==> config.mk <==
export PLATFORM = sky130hd
export DESIGN_NAME = tmr_dual_timer
export DESIGN_NICKNAME = d
export VERILOG_FILES = /design/src/tmr_pkg.sv /design/src/tmr_tick_if.sv /design/src/tmr_dual_timer.sv /design/src/tmr_prescaler.sv
export SDC_FILE = /design/constraint.sdc
export NUM_CORES = 1
export LEC_CHECK = 0
export ABC_AREA = 0
export BUFFER_PORTS_ARGS = -buffer_cell sky130_fd_sc_hd__buf_2
export CORE_ASPECT_RATIO = 0.7
export CORE_MARGIN = 5
export CORE_UTILIZATION = 57
export CTS_CLUSTER_SIZE = 28
export DETAILED_ROUTE_END_ITERATION = 10
export PLACE_DENSITY = 0.81
export SETUP_SLACK_MARGIN = 0.3
export SLEW_MARGIN = 5
export SYNTH_ARGS = -nofsm -noshare
export SYNTH_HDL_FRONTEND = slang
export SYNTH_SLANG_ARGS = --single-unit
==> constraint.sdc <==
create_clock -name clk_i -period 2.65 [get_ports clk_i]
set_clock_uncertainty 0.2 [all_clocks]
set_input_delay 0.53 -clock clk_i [delete_from_list [all_inputs] [get_ports clk_i]]
set_output_delay 0.53 -clock clk_i [all_outputs]
set_load 0.01 [all_outputs]
==> src/tmr_pkg.sv <==
// constants, register map and state types of the dual 8-bit timer
package tmr_pkg;

  // ****************************************
  // register byte addresses
  // ****************************************
  localparam logic [15:0] ADDR_CNT0  = 16'hff50; // channel 0 count, read
  localparam logic [15:0] ADDR_CMP0  = 16'hff51; // channel 0 compare
  localparam logic [15:0] ADDR_CTRL0 = 16'hff53; // channel 0 mode control
  localparam logic [15:0] ADDR_CNT1  = 16'hff54; // channel 1 count, read
  localparam logic [15:0] ADDR_CMP1  = 16'hff55; // channel 1 compare
  localparam logic [15:0] ADDR_CTRL1 = 16'hff57; // channel 1 mode control

  // ****************************************
  // control field positions and masks
  // ****************************************
  localparam int RUN_BIT = 7; // run enable, both channels
  localparam int CLK0_BIT = 1; // channel 0 clock select
  localparam int SRC_LO = 1; // channel 1 source select low
  localparam int SRC_HI = 2; // channel 1 source select high
  localparam int OE_BIT = 0; // channel 1 output enable
  localparam logic [7:0] CTRL0_MASK = 8'h82; // implemented bits
  localparam logic [7:0] CTRL1_MASK = 8'h87; // implemented bits

  // ****************************************
  // reset and read values
  // ****************************************
  localparam logic [7:0] CTRL_RESET  = 8'h00;
  localparam logic [7:0] CNT_RESET   = 8'h00;
  localparam logic [7:0] CMP_RESET   = 8'h00; // stands for undefined
  localparam logic [7:0] RD_UNMAPPED = 8'h00;

  // ****************************************
  // channel 1 count sources
  // ****************************************
  localparam logic [1:0] SRC_DIV16  = 2'b00;
  localparam logic [1:0] SRC_DIV256 = 2'b01;
  localparam logic [1:0] SRC_RISE   = 2'b10;
  localparam logic [1:0] SRC_FALL   = 2'b11;

  // ****************************************
  // prescaler
  // ****************************************
  localparam logic [8:0] PRE_RESET  = 9'h000;
  localparam logic [8:0] DIV16_MASK = 9'h00f;
  localparam logic [8:0] DIV64_MASK = 9'h03f;
  localparam logic [8:0] DIV256_MASK = 9'h0ff;
  localparam logic [8:0] DIV512_MASK = 9'h1ff;

  typedef struct packed {
    logic [8:0] cnt; // free-running divider
    logic       t16; // one-cycle tick pulses
    logic       t64;
    logic       t256;
    logic       t512;
  } tmr_pre_state_t;

  typedef struct packed {
    logic [7:0] ctrl0;
    logic [7:0] ctrl1;
    logic [7:0] cmp0;
    logic [7:0] cmp1;
    logic [7:0] cnt0;
    logic [7:0] cnt1;
    logic       irq0;
    logic       irq1;
    logic       sq; // square wave level
    logic       ev_prev; // event pin, last cycle
    logic [7:0] rdata;
    logic       rvalid;
  } tmr_state_t;

endpackage

==> src/tmr_tick_if.sv <==
// prescaler tick pulses passed from divider to timer core
`timescale 1ns/1ns
interface tmr_tick_if;
  logic tick16;  // clk / 16
  logic tick64;  // clk / 64
  logic tick256; // clk / 256
  logic tick512; // clk / 512
  modport src (output tick16, output tick64, output tick256, output tick512);
  modport dst (input tick16, input tick64, input tick256, input tick512);
endinterface

==> src/tmr_dual_timer.sv <==
// dual 8-bit timer with event counter and square wave output
`timescale 1ns/1ns
module tmr_dual_timer (
  // clock and reset
  input  wire logic        clk_i,
  input  wire logic        reset_i,
  // register bus
  input  wire logic [15:0] bus_addr_i,
  input  wire logic        bus_wr_i,
  input  wire logic        bus_bit_i,
  input  wire logic [2:0]  bus_bit_pos_i,
  input  wire logic [7:0]  bus_wdata_i,
  input  wire logic        bus_rd_i,
  output logic      [7:0]  bus_rdata_o,
  output logic             bus_rvalid_o,
  // pins
  input  wire logic        event_input_pin_i,
  output logic             square_output_pin_o,
  output logic             timer_owns_pin_o,
  // interrupts
  output logic             chan0_match_irq_o,
  output logic             chan1_match_irq_o
);
  import tmr_pkg::*;

  // ****************************************
  // declarations
  // ****************************************
  tmr_state_t state_reg; // registered state
  tmr_state_t state_next; // next state
  logic       run0; // channel 0 enabled
  logic       run1; // channel 1 enabled
  logic       tick0; // selected count tick, channel 0
  logic       tick1; // selected count tick, channel 1
  logic       hit0; // match on this tick, channel 0
  logic       hit1; // match on this tick, channel 1
  logic [1:0] src1; // channel 1 source select

  tmr_tick_if tick_bus(); // divider ticks

  // ****************************************
  // prescaler
  // ****************************************
  tmr_prescaler u_pre (
    .clk_i   (clk_i),
    .reset_i (reset_i),
    .tk      (tick_bus.src)
  );

  // ****************************************
  // helpers
  // ****************************************
  // counter step: hold zero stopped, wrap on match, else count
  function automatic logic [7:0] next_count(input logic run,
                                            input logic tick,
                                            input logic [7:0] cnt,
                                            input logic [7:0] cmp);
    if (!run) begin
      return CNT_RESET;
    end else if (tick && cnt == cmp) begin
      return CNT_RESET;
    end else if (tick) begin
      return 8'(cnt + 8'h01);
    end
    return cnt;
  endfunction

  // single-bit update of a control byte
  function automatic logic [7:0] put_bit(input logic [7:0] v,
                                         input logic [2:0] pos,
                                         input logic b);
    logic [7:0] r;
    r = v;
    r[pos] = b;
    return r;
  endfunction

  // ****************************************
  // tick selection and match
  // ****************************************
  always_comb begin
    run0 = state_reg.ctrl0[RUN_BIT];
    run1 = state_reg.ctrl1[RUN_BIT];
    src1 = {state_reg.ctrl1[SRC_HI], state_reg.ctrl1[SRC_LO]};
    // channel 0 clock choice
    if (state_reg.ctrl0[CLK0_BIT]) begin
      tick0 = tick_bus.tick512;
    end else begin
      tick0 = tick_bus.tick64;
    end
    // channel 1 source choice
    case (src1)
      SRC_DIV16: begin
        tick1 = tick_bus.tick16;
      end
      SRC_DIV256: begin
        tick1 = tick_bus.tick256;
      end
      SRC_RISE: begin
        tick1 = event_input_pin_i && !state_reg.ev_prev;
      end
      SRC_FALL: begin
        tick1 = !event_input_pin_i && state_reg.ev_prev;
      end
      default: begin
        tick1 = 1'b0;
      end
    endcase
    // compare equality on a count tick
    hit0 = run0 && tick0 && (state_reg.cnt0 == state_reg.cmp0);
    hit1 = run1 && tick1 && (state_reg.cnt1 == state_reg.cmp1);
  end

  // ****************************************
  // next state
  // ****************************************
  always_comb begin
    state_next = state_reg;
    state_next.ev_prev = event_input_pin_i;
    // counters, cleared on match or stop
    state_next.cnt0 = next_count(run0, tick0, state_reg.cnt0,
                                 state_reg.cmp0);
    state_next.cnt1 = next_count(run1, tick1, state_reg.cnt1,
                                 state_reg.cmp1);
    // interrupt pulses on each match
    state_next.irq0 = hit0;
    state_next.irq1 = hit1;
    // square wave: toggle on match, zero while stopped
    if (!run1) begin
      state_next.sq = 1'b0;
    end else if (hit1) begin
      state_next.sq = !state_reg.sq;
    end
    // register writes, byte or single bit
    if (bus_wr_i && bus_bit_i) begin
      case (bus_addr_i)
        ADDR_CTRL0: begin
          state_next.ctrl0 = put_bit(state_reg.ctrl0, bus_bit_pos_i,
                             bus_wdata_i[bus_bit_pos_i]) & CTRL0_MASK;
        end
        ADDR_CTRL1: begin
          state_next.ctrl1 = put_bit(state_reg.ctrl1, bus_bit_pos_i,
                             bus_wdata_i[bus_bit_pos_i]) & CTRL1_MASK;
        end
        default: begin
          // bit writes elsewhere are ignored
        end
      endcase
    end else if (bus_wr_i) begin
      case (bus_addr_i)
        ADDR_CTRL0: begin
          state_next.ctrl0 = bus_wdata_i & CTRL0_MASK;
        end
        ADDR_CTRL1: begin
          state_next.ctrl1 = bus_wdata_i & CTRL1_MASK;
        end
        ADDR_CMP0: begin
          state_next.cmp0 = bus_wdata_i;
        end
        ADDR_CMP1: begin
          state_next.cmp1 = bus_wdata_i;
        end
        default: begin
          // counters are read only; others unmapped
        end
      endcase
    end
    // register reads, answered next cycle
    state_next.rvalid = bus_rd_i;
    if (bus_rd_i) begin
      case (bus_addr_i)
        ADDR_CNT0: begin
          state_next.rdata = state_reg.cnt0;
        end
        ADDR_CNT1: begin
          state_next.rdata = state_reg.cnt1;
        end
        ADDR_CMP0: begin
          state_next.rdata = state_reg.cmp0;
        end
        ADDR_CMP1: begin
          state_next.rdata = state_reg.cmp1;
        end
        ADDR_CTRL0: begin
          state_next.rdata = state_reg.ctrl0;
        end
        ADDR_CTRL1: begin
          state_next.rdata = state_reg.ctrl1;
        end
        default: begin
          state_next.rdata = RD_UNMAPPED;
        end
      endcase
    end
  end

  // ****************************************
  // state register
  // ****************************************
  always_ff @(posedge clk_i or posedge reset_i) begin
    if (reset_i) begin
      state_reg <= '{CTRL_RESET, CTRL_RESET, CMP_RESET, CMP_RESET,
                     CNT_RESET, CNT_RESET, 1'b0, 1'b0, 1'b0, 1'b0,
                     RD_UNMAPPED, 1'b0};
    end else begin
      state_reg <= state_next;
    end
  end

  // ****************************************
  // outputs, all from flip-flops
  // ****************************************
  assign bus_rdata_o = state_reg.rdata;
  assign bus_rvalid_o = state_reg.rvalid;
  assign square_output_pin_o = state_reg.sq;
  assign timer_owns_pin_o = state_reg.ctrl1[OE_BIT];
  assign chan0_match_irq_o = state_reg.irq0;
  assign chan1_match_irq_o = state_reg.irq1;

  // ****************************************
  // checks
  // ****************************************
  property p_stop_clears0;
    @(posedge clk_i) disable iff (reset_i)
    !run0 |=> state_reg.cnt0 == CNT_RESET;
  endproperty
  a_stop_clears0: assert property (p_stop_clears0)
    else $error("channel 0 counter not cleared while stopped");

  property p_stop_clears1;
    @(posedge clk_i) disable iff (reset_i)
    !run1 |=> state_reg.cnt1 == CNT_RESET && !chan1_match_irq_o;
  endproperty
  a_stop_clears1: assert property (p_stop_clears1)
    else $error("channel 1 counter not cleared while stopped");

  property p_match_wrap0;
    @(posedge clk_i) disable iff (reset_i)
    hit0 |=> chan0_match_irq_o && state_reg.cnt0 == CNT_RESET;
  endproperty
  a_match_wrap0: assert property (p_match_wrap0)
    else $error("channel 0 match did not wrap and interrupt");

  property p_irq_cause1;
    @(posedge clk_i) disable iff (reset_i)
    chan1_match_irq_o |-> $past(hit1);
  endproperty
  a_irq_cause1: assert property (p_irq_cause1)
    else $error("channel 1 interrupt without match");

  property p_advance0;
    @(posedge clk_i) disable iff (reset_i)
    run0 && tick0 && !hit0 |=>
      state_reg.cnt0 == 8'($past(state_reg.cnt0) + 8'h01);
  endproperty
  a_advance0: assert property (p_advance0)
    else $error("channel 0 counter did not advance on tick");

  property p_hold1;
    @(posedge clk_i) disable iff (reset_i)
    run1 && !tick1 |=> $stable(state_reg.cnt1);
  endproperty
  a_hold1: assert property (p_hold1)
    else $error("channel 1 counter moved without a tick");

  property p_sq_toggle;
    @(posedge clk_i) disable iff (reset_i)
    hit1 |=> square_output_pin_o != $past(square_output_pin_o);
  endproperty
  a_sq_toggle: assert property (p_sq_toggle)
    else $error("square output did not toggle on match");

  property p_sq_stop;
    @(posedge clk_i) disable iff (reset_i)
    !run1 |=> !square_output_pin_o;
  endproperty
  a_sq_stop: assert property (p_sq_stop)
    else $error("square output not zero while stopped");

  property p_reserved0;
    @(posedge clk_i) disable iff (reset_i)
    bus_wr_i && !bus_bit_i && bus_addr_i == ADDR_CTRL0 |=>
      state_reg.ctrl0 == ($past(bus_wdata_i) & CTRL0_MASK);
  endproperty
  a_reserved0: assert property (p_reserved0)
    else $error("control 0 byte write not stored");

endmodule

==> src/tmr_prescaler.sv <==
// system clock divider producing the timer count ticks
`timescale 1ns/1ns
module tmr_prescaler (
  // clock and reset
  input  wire logic clk_i,
  input  wire logic reset_i,
  // tick outputs
  tmr_tick_if.src   tk
);
  import tmr_pkg::*;

  tmr_pre_state_t state_reg; // registered state
  tmr_pre_state_t state_next; // next state

  // true when all masked low bits are ones
  function automatic logic full(input logic [8:0] c, input logic [8:0] m);
    return (c & m) == m;
  endfunction

  // ****************************************
  // next state
  // ****************************************
  always_comb begin
    state_next = state_reg;
    state_next.cnt = 9'(state_reg.cnt + 9'h001);
    state_next.t16 = full(state_reg.cnt, DIV16_MASK);
    state_next.t64 = full(state_reg.cnt, DIV64_MASK);
    state_next.t256 = full(state_reg.cnt, DIV256_MASK);
    state_next.t512 = full(state_reg.cnt, DIV512_MASK);
  end

  // ****************************************
  // state register
  // ****************************************
  always_ff @(posedge clk_i or posedge reset_i) begin
    if (reset_i) begin
      state_reg <= '{PRE_RESET, 1'b0, 1'b0, 1'b0, 1'b0};
    end else begin
      state_reg <= state_next;
    end
  end

  assign tk.tick16 = state_reg.t16;
  assign tk.tick64 = state_reg.t64;
  assign tk.tick256 = state_reg.t256;
  assign tk.tick512 = state_reg.t512;

  // ****************************************
  // checks
  // ****************************************
  property p_tick16_period;
    @(posedge clk_i) disable iff (reset_i)
    state_reg.t16 |=>
      !state_reg.t16 [*8] ##1 !state_reg.t16 [*7] ##1 state_reg.t16;
  endproperty
  a_tick16_period: assert property (p_tick16_period)
    else $error("divide-by-16 tick period wrong");

  property p_tick64_period;
    @(posedge clk_i) disable iff (reset_i)
    state_reg.t64 |-> ##64 state_reg.t64;
  endproperty
  a_tick64_period: assert property (p_tick64_period)
    else $error("divide-by-64 tick period wrong");

endmodule

==> run_results.csv, run 1 <==
group,metric,value,unit
timing,finalSetupViolCount,0,
drt,ant_nets,0,
placed_design,port_buffers,45,
drt,drtPass1Iterations,5,
finish,diodes,0,
grt,grt_overflow,0,
timing,max_freq,0.466,GHz
timing,finalMaxSlewViolations,0,
drt,vias_per_cell,5.83,
grt,grt.total_usage,21.7,%
finish,final-instance-count-excl-fill,431,
logic_synthesis,yosysMostFrequentCell,"dfrtp_1",
setup_path,start_kind,"flop",
power,pwr-share-seq,52.3,%
logic_synthesis,netlist_area,3320,um^2
logic_synthesis,yosys-top-cells-count,"dfrtp_1, mux2_2, nand2_1, xnor2_1, nor2_1",
power,switchingPower,436,uW
logic_synthesis,ys_async_sr_fraction,100,%
finish,nNetsFinal,388,
placed_design,gp_congestion,0.837,
power,internal-power,1.44,mW
setup_path,path_class,"flop to flop",
worst_hold_path,hp-class,"primary input to async pin",
setup_path,r2r_setup_slack,0.50,ns
power,ir_drop,0.326,mV
drt,routedWlPerCell,17.1,um
logic_synthesis,netlist_instances,309,
timing,fin_crit,2.15,ns
timing,tightest_slew,0.788,ns
placed_design,dp.cells,415,
logic_synthesis,syn_nets,346,
logic_synthesis,synth_edf_count,0,
status,status,"completed",
logic_synthesis,synth.top_cell.area_share,48.2,%
setup_path,worstPathMaxFanout,13,
power,sw_frac_of_total,23.2,%
logic_synthesis,ys.warnings.count,0,
grt,grt_max_degree,33,
drt,initialDrtViolationCount,178,
logic_synthesis,seq_area_frac_synth,48.2,%
run,max_cap_viol_count,0,
setup_path,crit_buf_inv,0,
setup_path,worst_setup_path_end_kind,"flop",
clock_tree,ctsLongestPathBuffers,2,
clock_tree,cts_htree_levels,3,
drt,routed_wl,7.36,mm
logic_synthesis,ys_types,51,
clock_tree,numCtsBuffers,9,
timing,finalHoldViolations,0,
die,fp.dieW,101,um
power,power_frac_clock,42.9,%
drt,vias,2512,
clock_tree,clk_pin_slew_worst_paths,0.07,ns
die,start_util,58.3,%
setup_path,worst-path-stages,5,
placed_design,dp_hpwl,5.49,mm
timing,finalCritPeriodShare,81.0,%
setup_path,cp_cell_sequence,"xor2_1, nor4_1, a21oi_2, a41oi_1, a31oi_1",
logic_synthesis,avgSynthCellArea,10.8,um^2
clock_tree,ctsHoldBuffers,0,
setup_path,max_stage_delay,0.57,ns
drt,post-route-drc-count,0,
grt,first_global_vias,2391,
setup_path,crit_family,"compound AO/OA/AOI/OAI gates",
logic_synthesis,synth_top_cell_by_area,"dfrtp_1",
finish,syn_to_final_growth,13.3,%
die,rows,23,
die,die_height,73.9,um
power,combPwrFrac,4.8,%
grt,grt_pass1_wl,12.1,mm
logic_synthesis,ys_ff_latch,64,
power,power.total,1.88,mW
clock_tree,clock_latency,0.36,ns
setup_path,cp.arrival,2.17,ns
setup_path,worst_path_max_delay_cell,"nor4_1",
timing,rsz0062_at_grt,"false",
timing,tns,0,ns
die,die-area,7480,um^2
setup_path,r2r_cells,5,
timing,slew_headroom,47.4,%
die,ioPinCount,46,
logic_synthesis,synthTopCellsByArea,"dfrtp_1, mux2_2, xnor2_1",
logic_synthesis,synth_ff_type,"dfrtp_1",
die,placeableCoreArea,5700,um^2
power,p_per_area,499,nW/um^2
grt,antenna_found_initial,0,
power,leakagePower,1.84,nW
clock_tree,cts_root_buffer,"clkbuf_8",
clock_tree,cts_tree,"done",
finish,largest_reg_flops,34,
setup_path,critPathRequiredTime,2.68,ns
finish,drive_gt1_share,27.8,%
clock_tree,cts.sinks,64,
-- stage by stage --
stage / util [%] / cell area [um^2] / hold slack [ns] / worst slack [ns]
6_report: 66.0 / 3760 / 0.0572 / 0.504
5_1_grt: 66.0 / 3760 / 0.101 / 0.330
4_1_cts: 66.0 / 3760 / 0.0610 / 0.447
3_5_place_dp: 62.7 / 3570 / 0.260 / 0.240
3_3_place_gp: 62.7 / 3570 / 0.253 / 0.343
2_1_floorplan: - / 3320 / 0.237 / 0.322
-- power by group through the flow --
stage	registers, mW	logic [mW]	clock network [mW]
floorplan	1.00	0.0450	0
global placement	1.00	0.0895	0
detailed placement	1.00	0.0914	0
CTS	0.982	0.0916	0.828
global route	0.982	0.102	0.866
finish	0.982	0.0905	0.805
-- kinds of logic after synthesis --
| kind of cell | count (synthesis) | synth area share (%) |
|---|---|---|
| flip-flops | 64 | 48.2 |
| XOR/XNOR | 25 | 6.59 |
| buffers and inverters | 31 | 4.71 |
| AND/OR/NAND/NOR | 98 | 16.8 |
| AO/OA/AOI/OAI | 53 | 10.9 |
| multiplexers | 34 | 11.2 |
| adder cells (fa/ha/maj) | 4 | 1.51 |
-- path summary, 6_finish.rpt --
path,start,to
max,state_reg[21],state_reg[26]
min,reset_i,state_reg[23]
max reg2reg,state_reg[21],state_reg[26]
min reg2reg,u_pre.state_reg[4],u_pre.state_reg[4]
max in group asynchronous,reset_i,u_pre.state_reg[12]
min in group clk_i,event_input_pin_i,state_reg[9]
-- routing by layer --
metal	part of all wire (%)	vias to the layer above	global-route usage (%)	wire (um)
li1	-	1202	-	-
met1	47	1208	30.9	3490
met2	44	88	30.4	3210
met3	7.3	14	7.50	538
met4	1.7	0	8.85	124
met5	0	-	0	0
-- timing repair --
action | in CTS | in global routing
buffers inserted | 0 | 0
resized for setup | 0 | 1
setup endpoints to repair | 0 | 1
-- cell type report --
| class | count | area (um^2) |
|---|---|---|
| clock buffers | 10 | 128 |
| multi-input cells | 214 | 1570 |
| flip-flops and latches | 64 | 1600 |
| fillers | 452 | 1940 |
| well taps | 75 | 93.8 |
| repair buffers | 51 | 270 |
| clock inverters | 6 | 60.1 |
| inverters | 11 | 41.3 |
-- placed cells by master (no fill, tap or decap), drive strengths merged, types with 2 or more instances in the layout --
cell       n
o21ai      6
clkinvlp   2
a211o      2
and3       9
a21oi      9
mux2i      8
o22ai      6
a221oi     5
nor2b      6
nand2     26
a41oi      2
nand4      5
buf       51
mux2      26
a31oi      7
nand2b     4
nor2      14
clkbuf    10
o21bai     3
clkinv     3
xnor2     14
inv       11
dfrtp     64
and4       3
xor2      11
nor4       5
and2       2
ha         4
nor3b      4
a21o       3
a21boi     3
nand3     10
(Power assumes the default switching activity.)
==> inputs of run 2 (changes only) <==
- CORE_UTILIZATION: 57 -> 52
- PLACE_DENSITY: 0.81 -> 0.78
- clock period: 2.65 -> 1.9 ns (I/O delays scaled with it)
==> run 2 against run 1 <==
The run now ends with negative setup slack left; power increased by 52%; sequential share of layout area decreased by 8.1 points; core utilization increased by 8.7 points; die area increased by 8.5%; non-clock buffer count increased by 56; final area increased by 23%; flip-flop and latch count unchanged; routed wire length increased by 23%; global-route usage increased by 0.83 points; register-to-register slack got worse by 0.65 ns; clock power increased by 64%; via count increased by 12%; largest power group unchanged.
==> run_results.csv, run 2 (same netlist as run 1, synthesis figures left out) <==
group,metric,value,unit
timing,finalCritPeriodShare,107,%
drt,initialDrtViolationCount,144,
finish,drive_gt1_share,48.8,%
clock_tree,ctsLongestPathBuffers,2,
setup_path,r2r_cells,5,
power,ir_drop,0.559,mV
power,leakagePower,2.20,nW
timing,max_freq,0.490,GHz
worst_hold_path,hp-class,"primary input to flop",
placed_design,placed_area,3990,um^2
setup_path,endpoint,"square_output_pin_o",
clock_tree,cts_htree_levels,3,
status,status,"complete, but fails checks",
drt,vias_per_cell,5.75,
grt,grt_overflow,0,
finish,final_common_cell,"dfrtp_1",
finish,syn_to_final_growth,39.8,%
timing,finalHoldViolations,0,
setup_path,worst_setup_path_end_kind,"flop",
finish,final_cell_mix,"dfrtp_1, buf_4, buf_2, nand2_1, mux2_2",
clock_tree,cts_root_buffer,"clkbuf_8",
clock_tree,cts_tree,"done",
power,p_per_area,613,nW/um^2
clock_tree,clk_pin_slew_worst_paths,0.07,ns
status,violations,"negative setup slack",
drt,post-route-drc-count,0,
finish,fin_util,74.7,%
die,fp.dieW,106,um
die,rows,24,
grt,grt.total_usage,22.6,%
finish,design_area,4640,um^2
placed_design,port_buffers,45,
finish,final.fill_count,422,
timing,finalSetupViolCount,5,
setup_path,reg2reg_from,"state_reg[13]",
grt,antenna_found_initial,0,
clock_tree,numCtsBuffers,9,
setup_path,worstPathMaxFanout,2,
drt,routedWlPerCell,18.4,um
setup_path,start_kind,"flop",
timing,fin_crit,2.04,ns
drt,ant_nets,0,
setup_path,critPathRequiredTime,1.94,ns
run,max_cap_viol_count,0,
timing,finalMaxSlewViolations,0,
die,placeableCoreArea,6220,um^2
setup_path,r2r_setup_slack,-0.14,ns
setup_path,r2r-end,"square_output_pin_o",
power,power.total,2.85,mW
timing,rsz0062_at_grt,"true",
die,ioPinCount,46,
timing,slew_headroom,69.6,%
drt,drtPass1Iterations,5,
placed_design,dp_hpwl,6.11,mm
drt,vias,2817,
setup_path,cp.arrival,2.08,ns
die,die-area,8110,um^2
die,die_height,76.9,um
die,start_util,53.4,%
clock_tree,clock_latency,0.35,ns
grt,first_global_vias,2876,
finish,nNetsFinal,444,
finish,diodes,0,
grt,grt_pass1_wl,14.3,mm
setup_path,cp-startpoint,"state_reg[13]",
setup_path,path_class,"flop to flop",
grt,grt_max_degree,29,
placed_design,gp_congestion,0.888,
timing,fin_ws,-0.141,ns
finish,largest_reg_flops,34,
clock_tree,cts.sinks,64,
timing,tightest_slew,0.455,ns
drt,routed_wl,9.02,mm
## run 2: cell types whose count changed in the layout (fill, tap and decap cells not counted), sizes merged, moves of 2 or more
cell and delta:
dlygate4sd3 +2, clkinv -2, clkbuf +2, buf +53
## run 2: how the worst min path moves through the flow
| stage | from | to | slack, ns | cells after the start |
|---|---|---|---|---|
| floorplan | bus_rd_i | bus_rvalid_o | 0.21 | 0 |
| global placement | reset_i | bus_rvalid_o | 0.20 | 2 |
| detailed placement | reset_i | bus_rvalid_o | 0.22 | 2 |
| CTS | bus_wdata_i[6] | state_reg[35] | 0.06 | 2 |
| global route | bus_wdata_i[5] | state_reg[34] | 0.07 | 2 |
| finish | bus_wdata_i[6] | state_reg[35] | 0.09 | 2 |
## run 2: report_power, final
part           total (mW)  switching (mW)  internal (mW)
Clock                1.32           0.543          0.772
Combinational       0.161          0.0980         0.0634
Sequential           1.37         0.00229           1.37
Total                2.85           0.644           2.20
## run 2: metrics by stage
stage | setup TNS, ns | hold WS, ns | std cells | setup slack [ns]
6_report | -0.206 | 0.0852 | 490 | -0.141
5_1_grt | -1.39 | 0.0744 | 490 | -0.266
4_1_cts | -0.111 | 0.0638 | 484 | -0.111
3_5_place_dp | -2.30 | 0.216 | 453 | -0.207
3_3_place_gp | -1.66 | 0.205 | 453 | -0.126
2_1_floorplan | -0.0946 | 0.211 | 309 | -0.0946
## run 2: what timing repair did
action                     4_1_cts  5_1_grt
buffers inserted                11        6
hold endpoints to repair        19        0
pin swaps                       16       15
gates resized for setup         47       19
cloned                           2        0
hold buffers                     2        0
setup endpoints to repair       32       40
## run 2: cell type report
type / count / area [um^2] / share of cell area (%)
clock inverter: 5 / 80.1 / 1.72
clock buffer: 11 / 141 / 3.04
timing repair buffer: 107 / 782 / 16.8
multi-input combinational: 214 / 1900 / 40.8
sequential: 64 / 1600 / 34.5
tap: 78 / 97.6 / 2.10
inverter: 11 / 45.0 / 0.970
## run 2: worst max-delay path: stages, from the launching register on
cell     delay [ns]
dfrtp_1        0.40
xnor2_1        0.20
nand4_1        0.23
or4bb_1        0.61
xnor2_1        0.15
and2_1         0.14
## run 2: per-layer routing
metal	GRT usage, %	vias to the layer above	part of all wire [%]
met5	0	-	0
met4	6.99	0	1.8
met3	7.63	15	6.0
met2	34.7	84	46
met1	30.3	1414	46
li1	-	1304	-
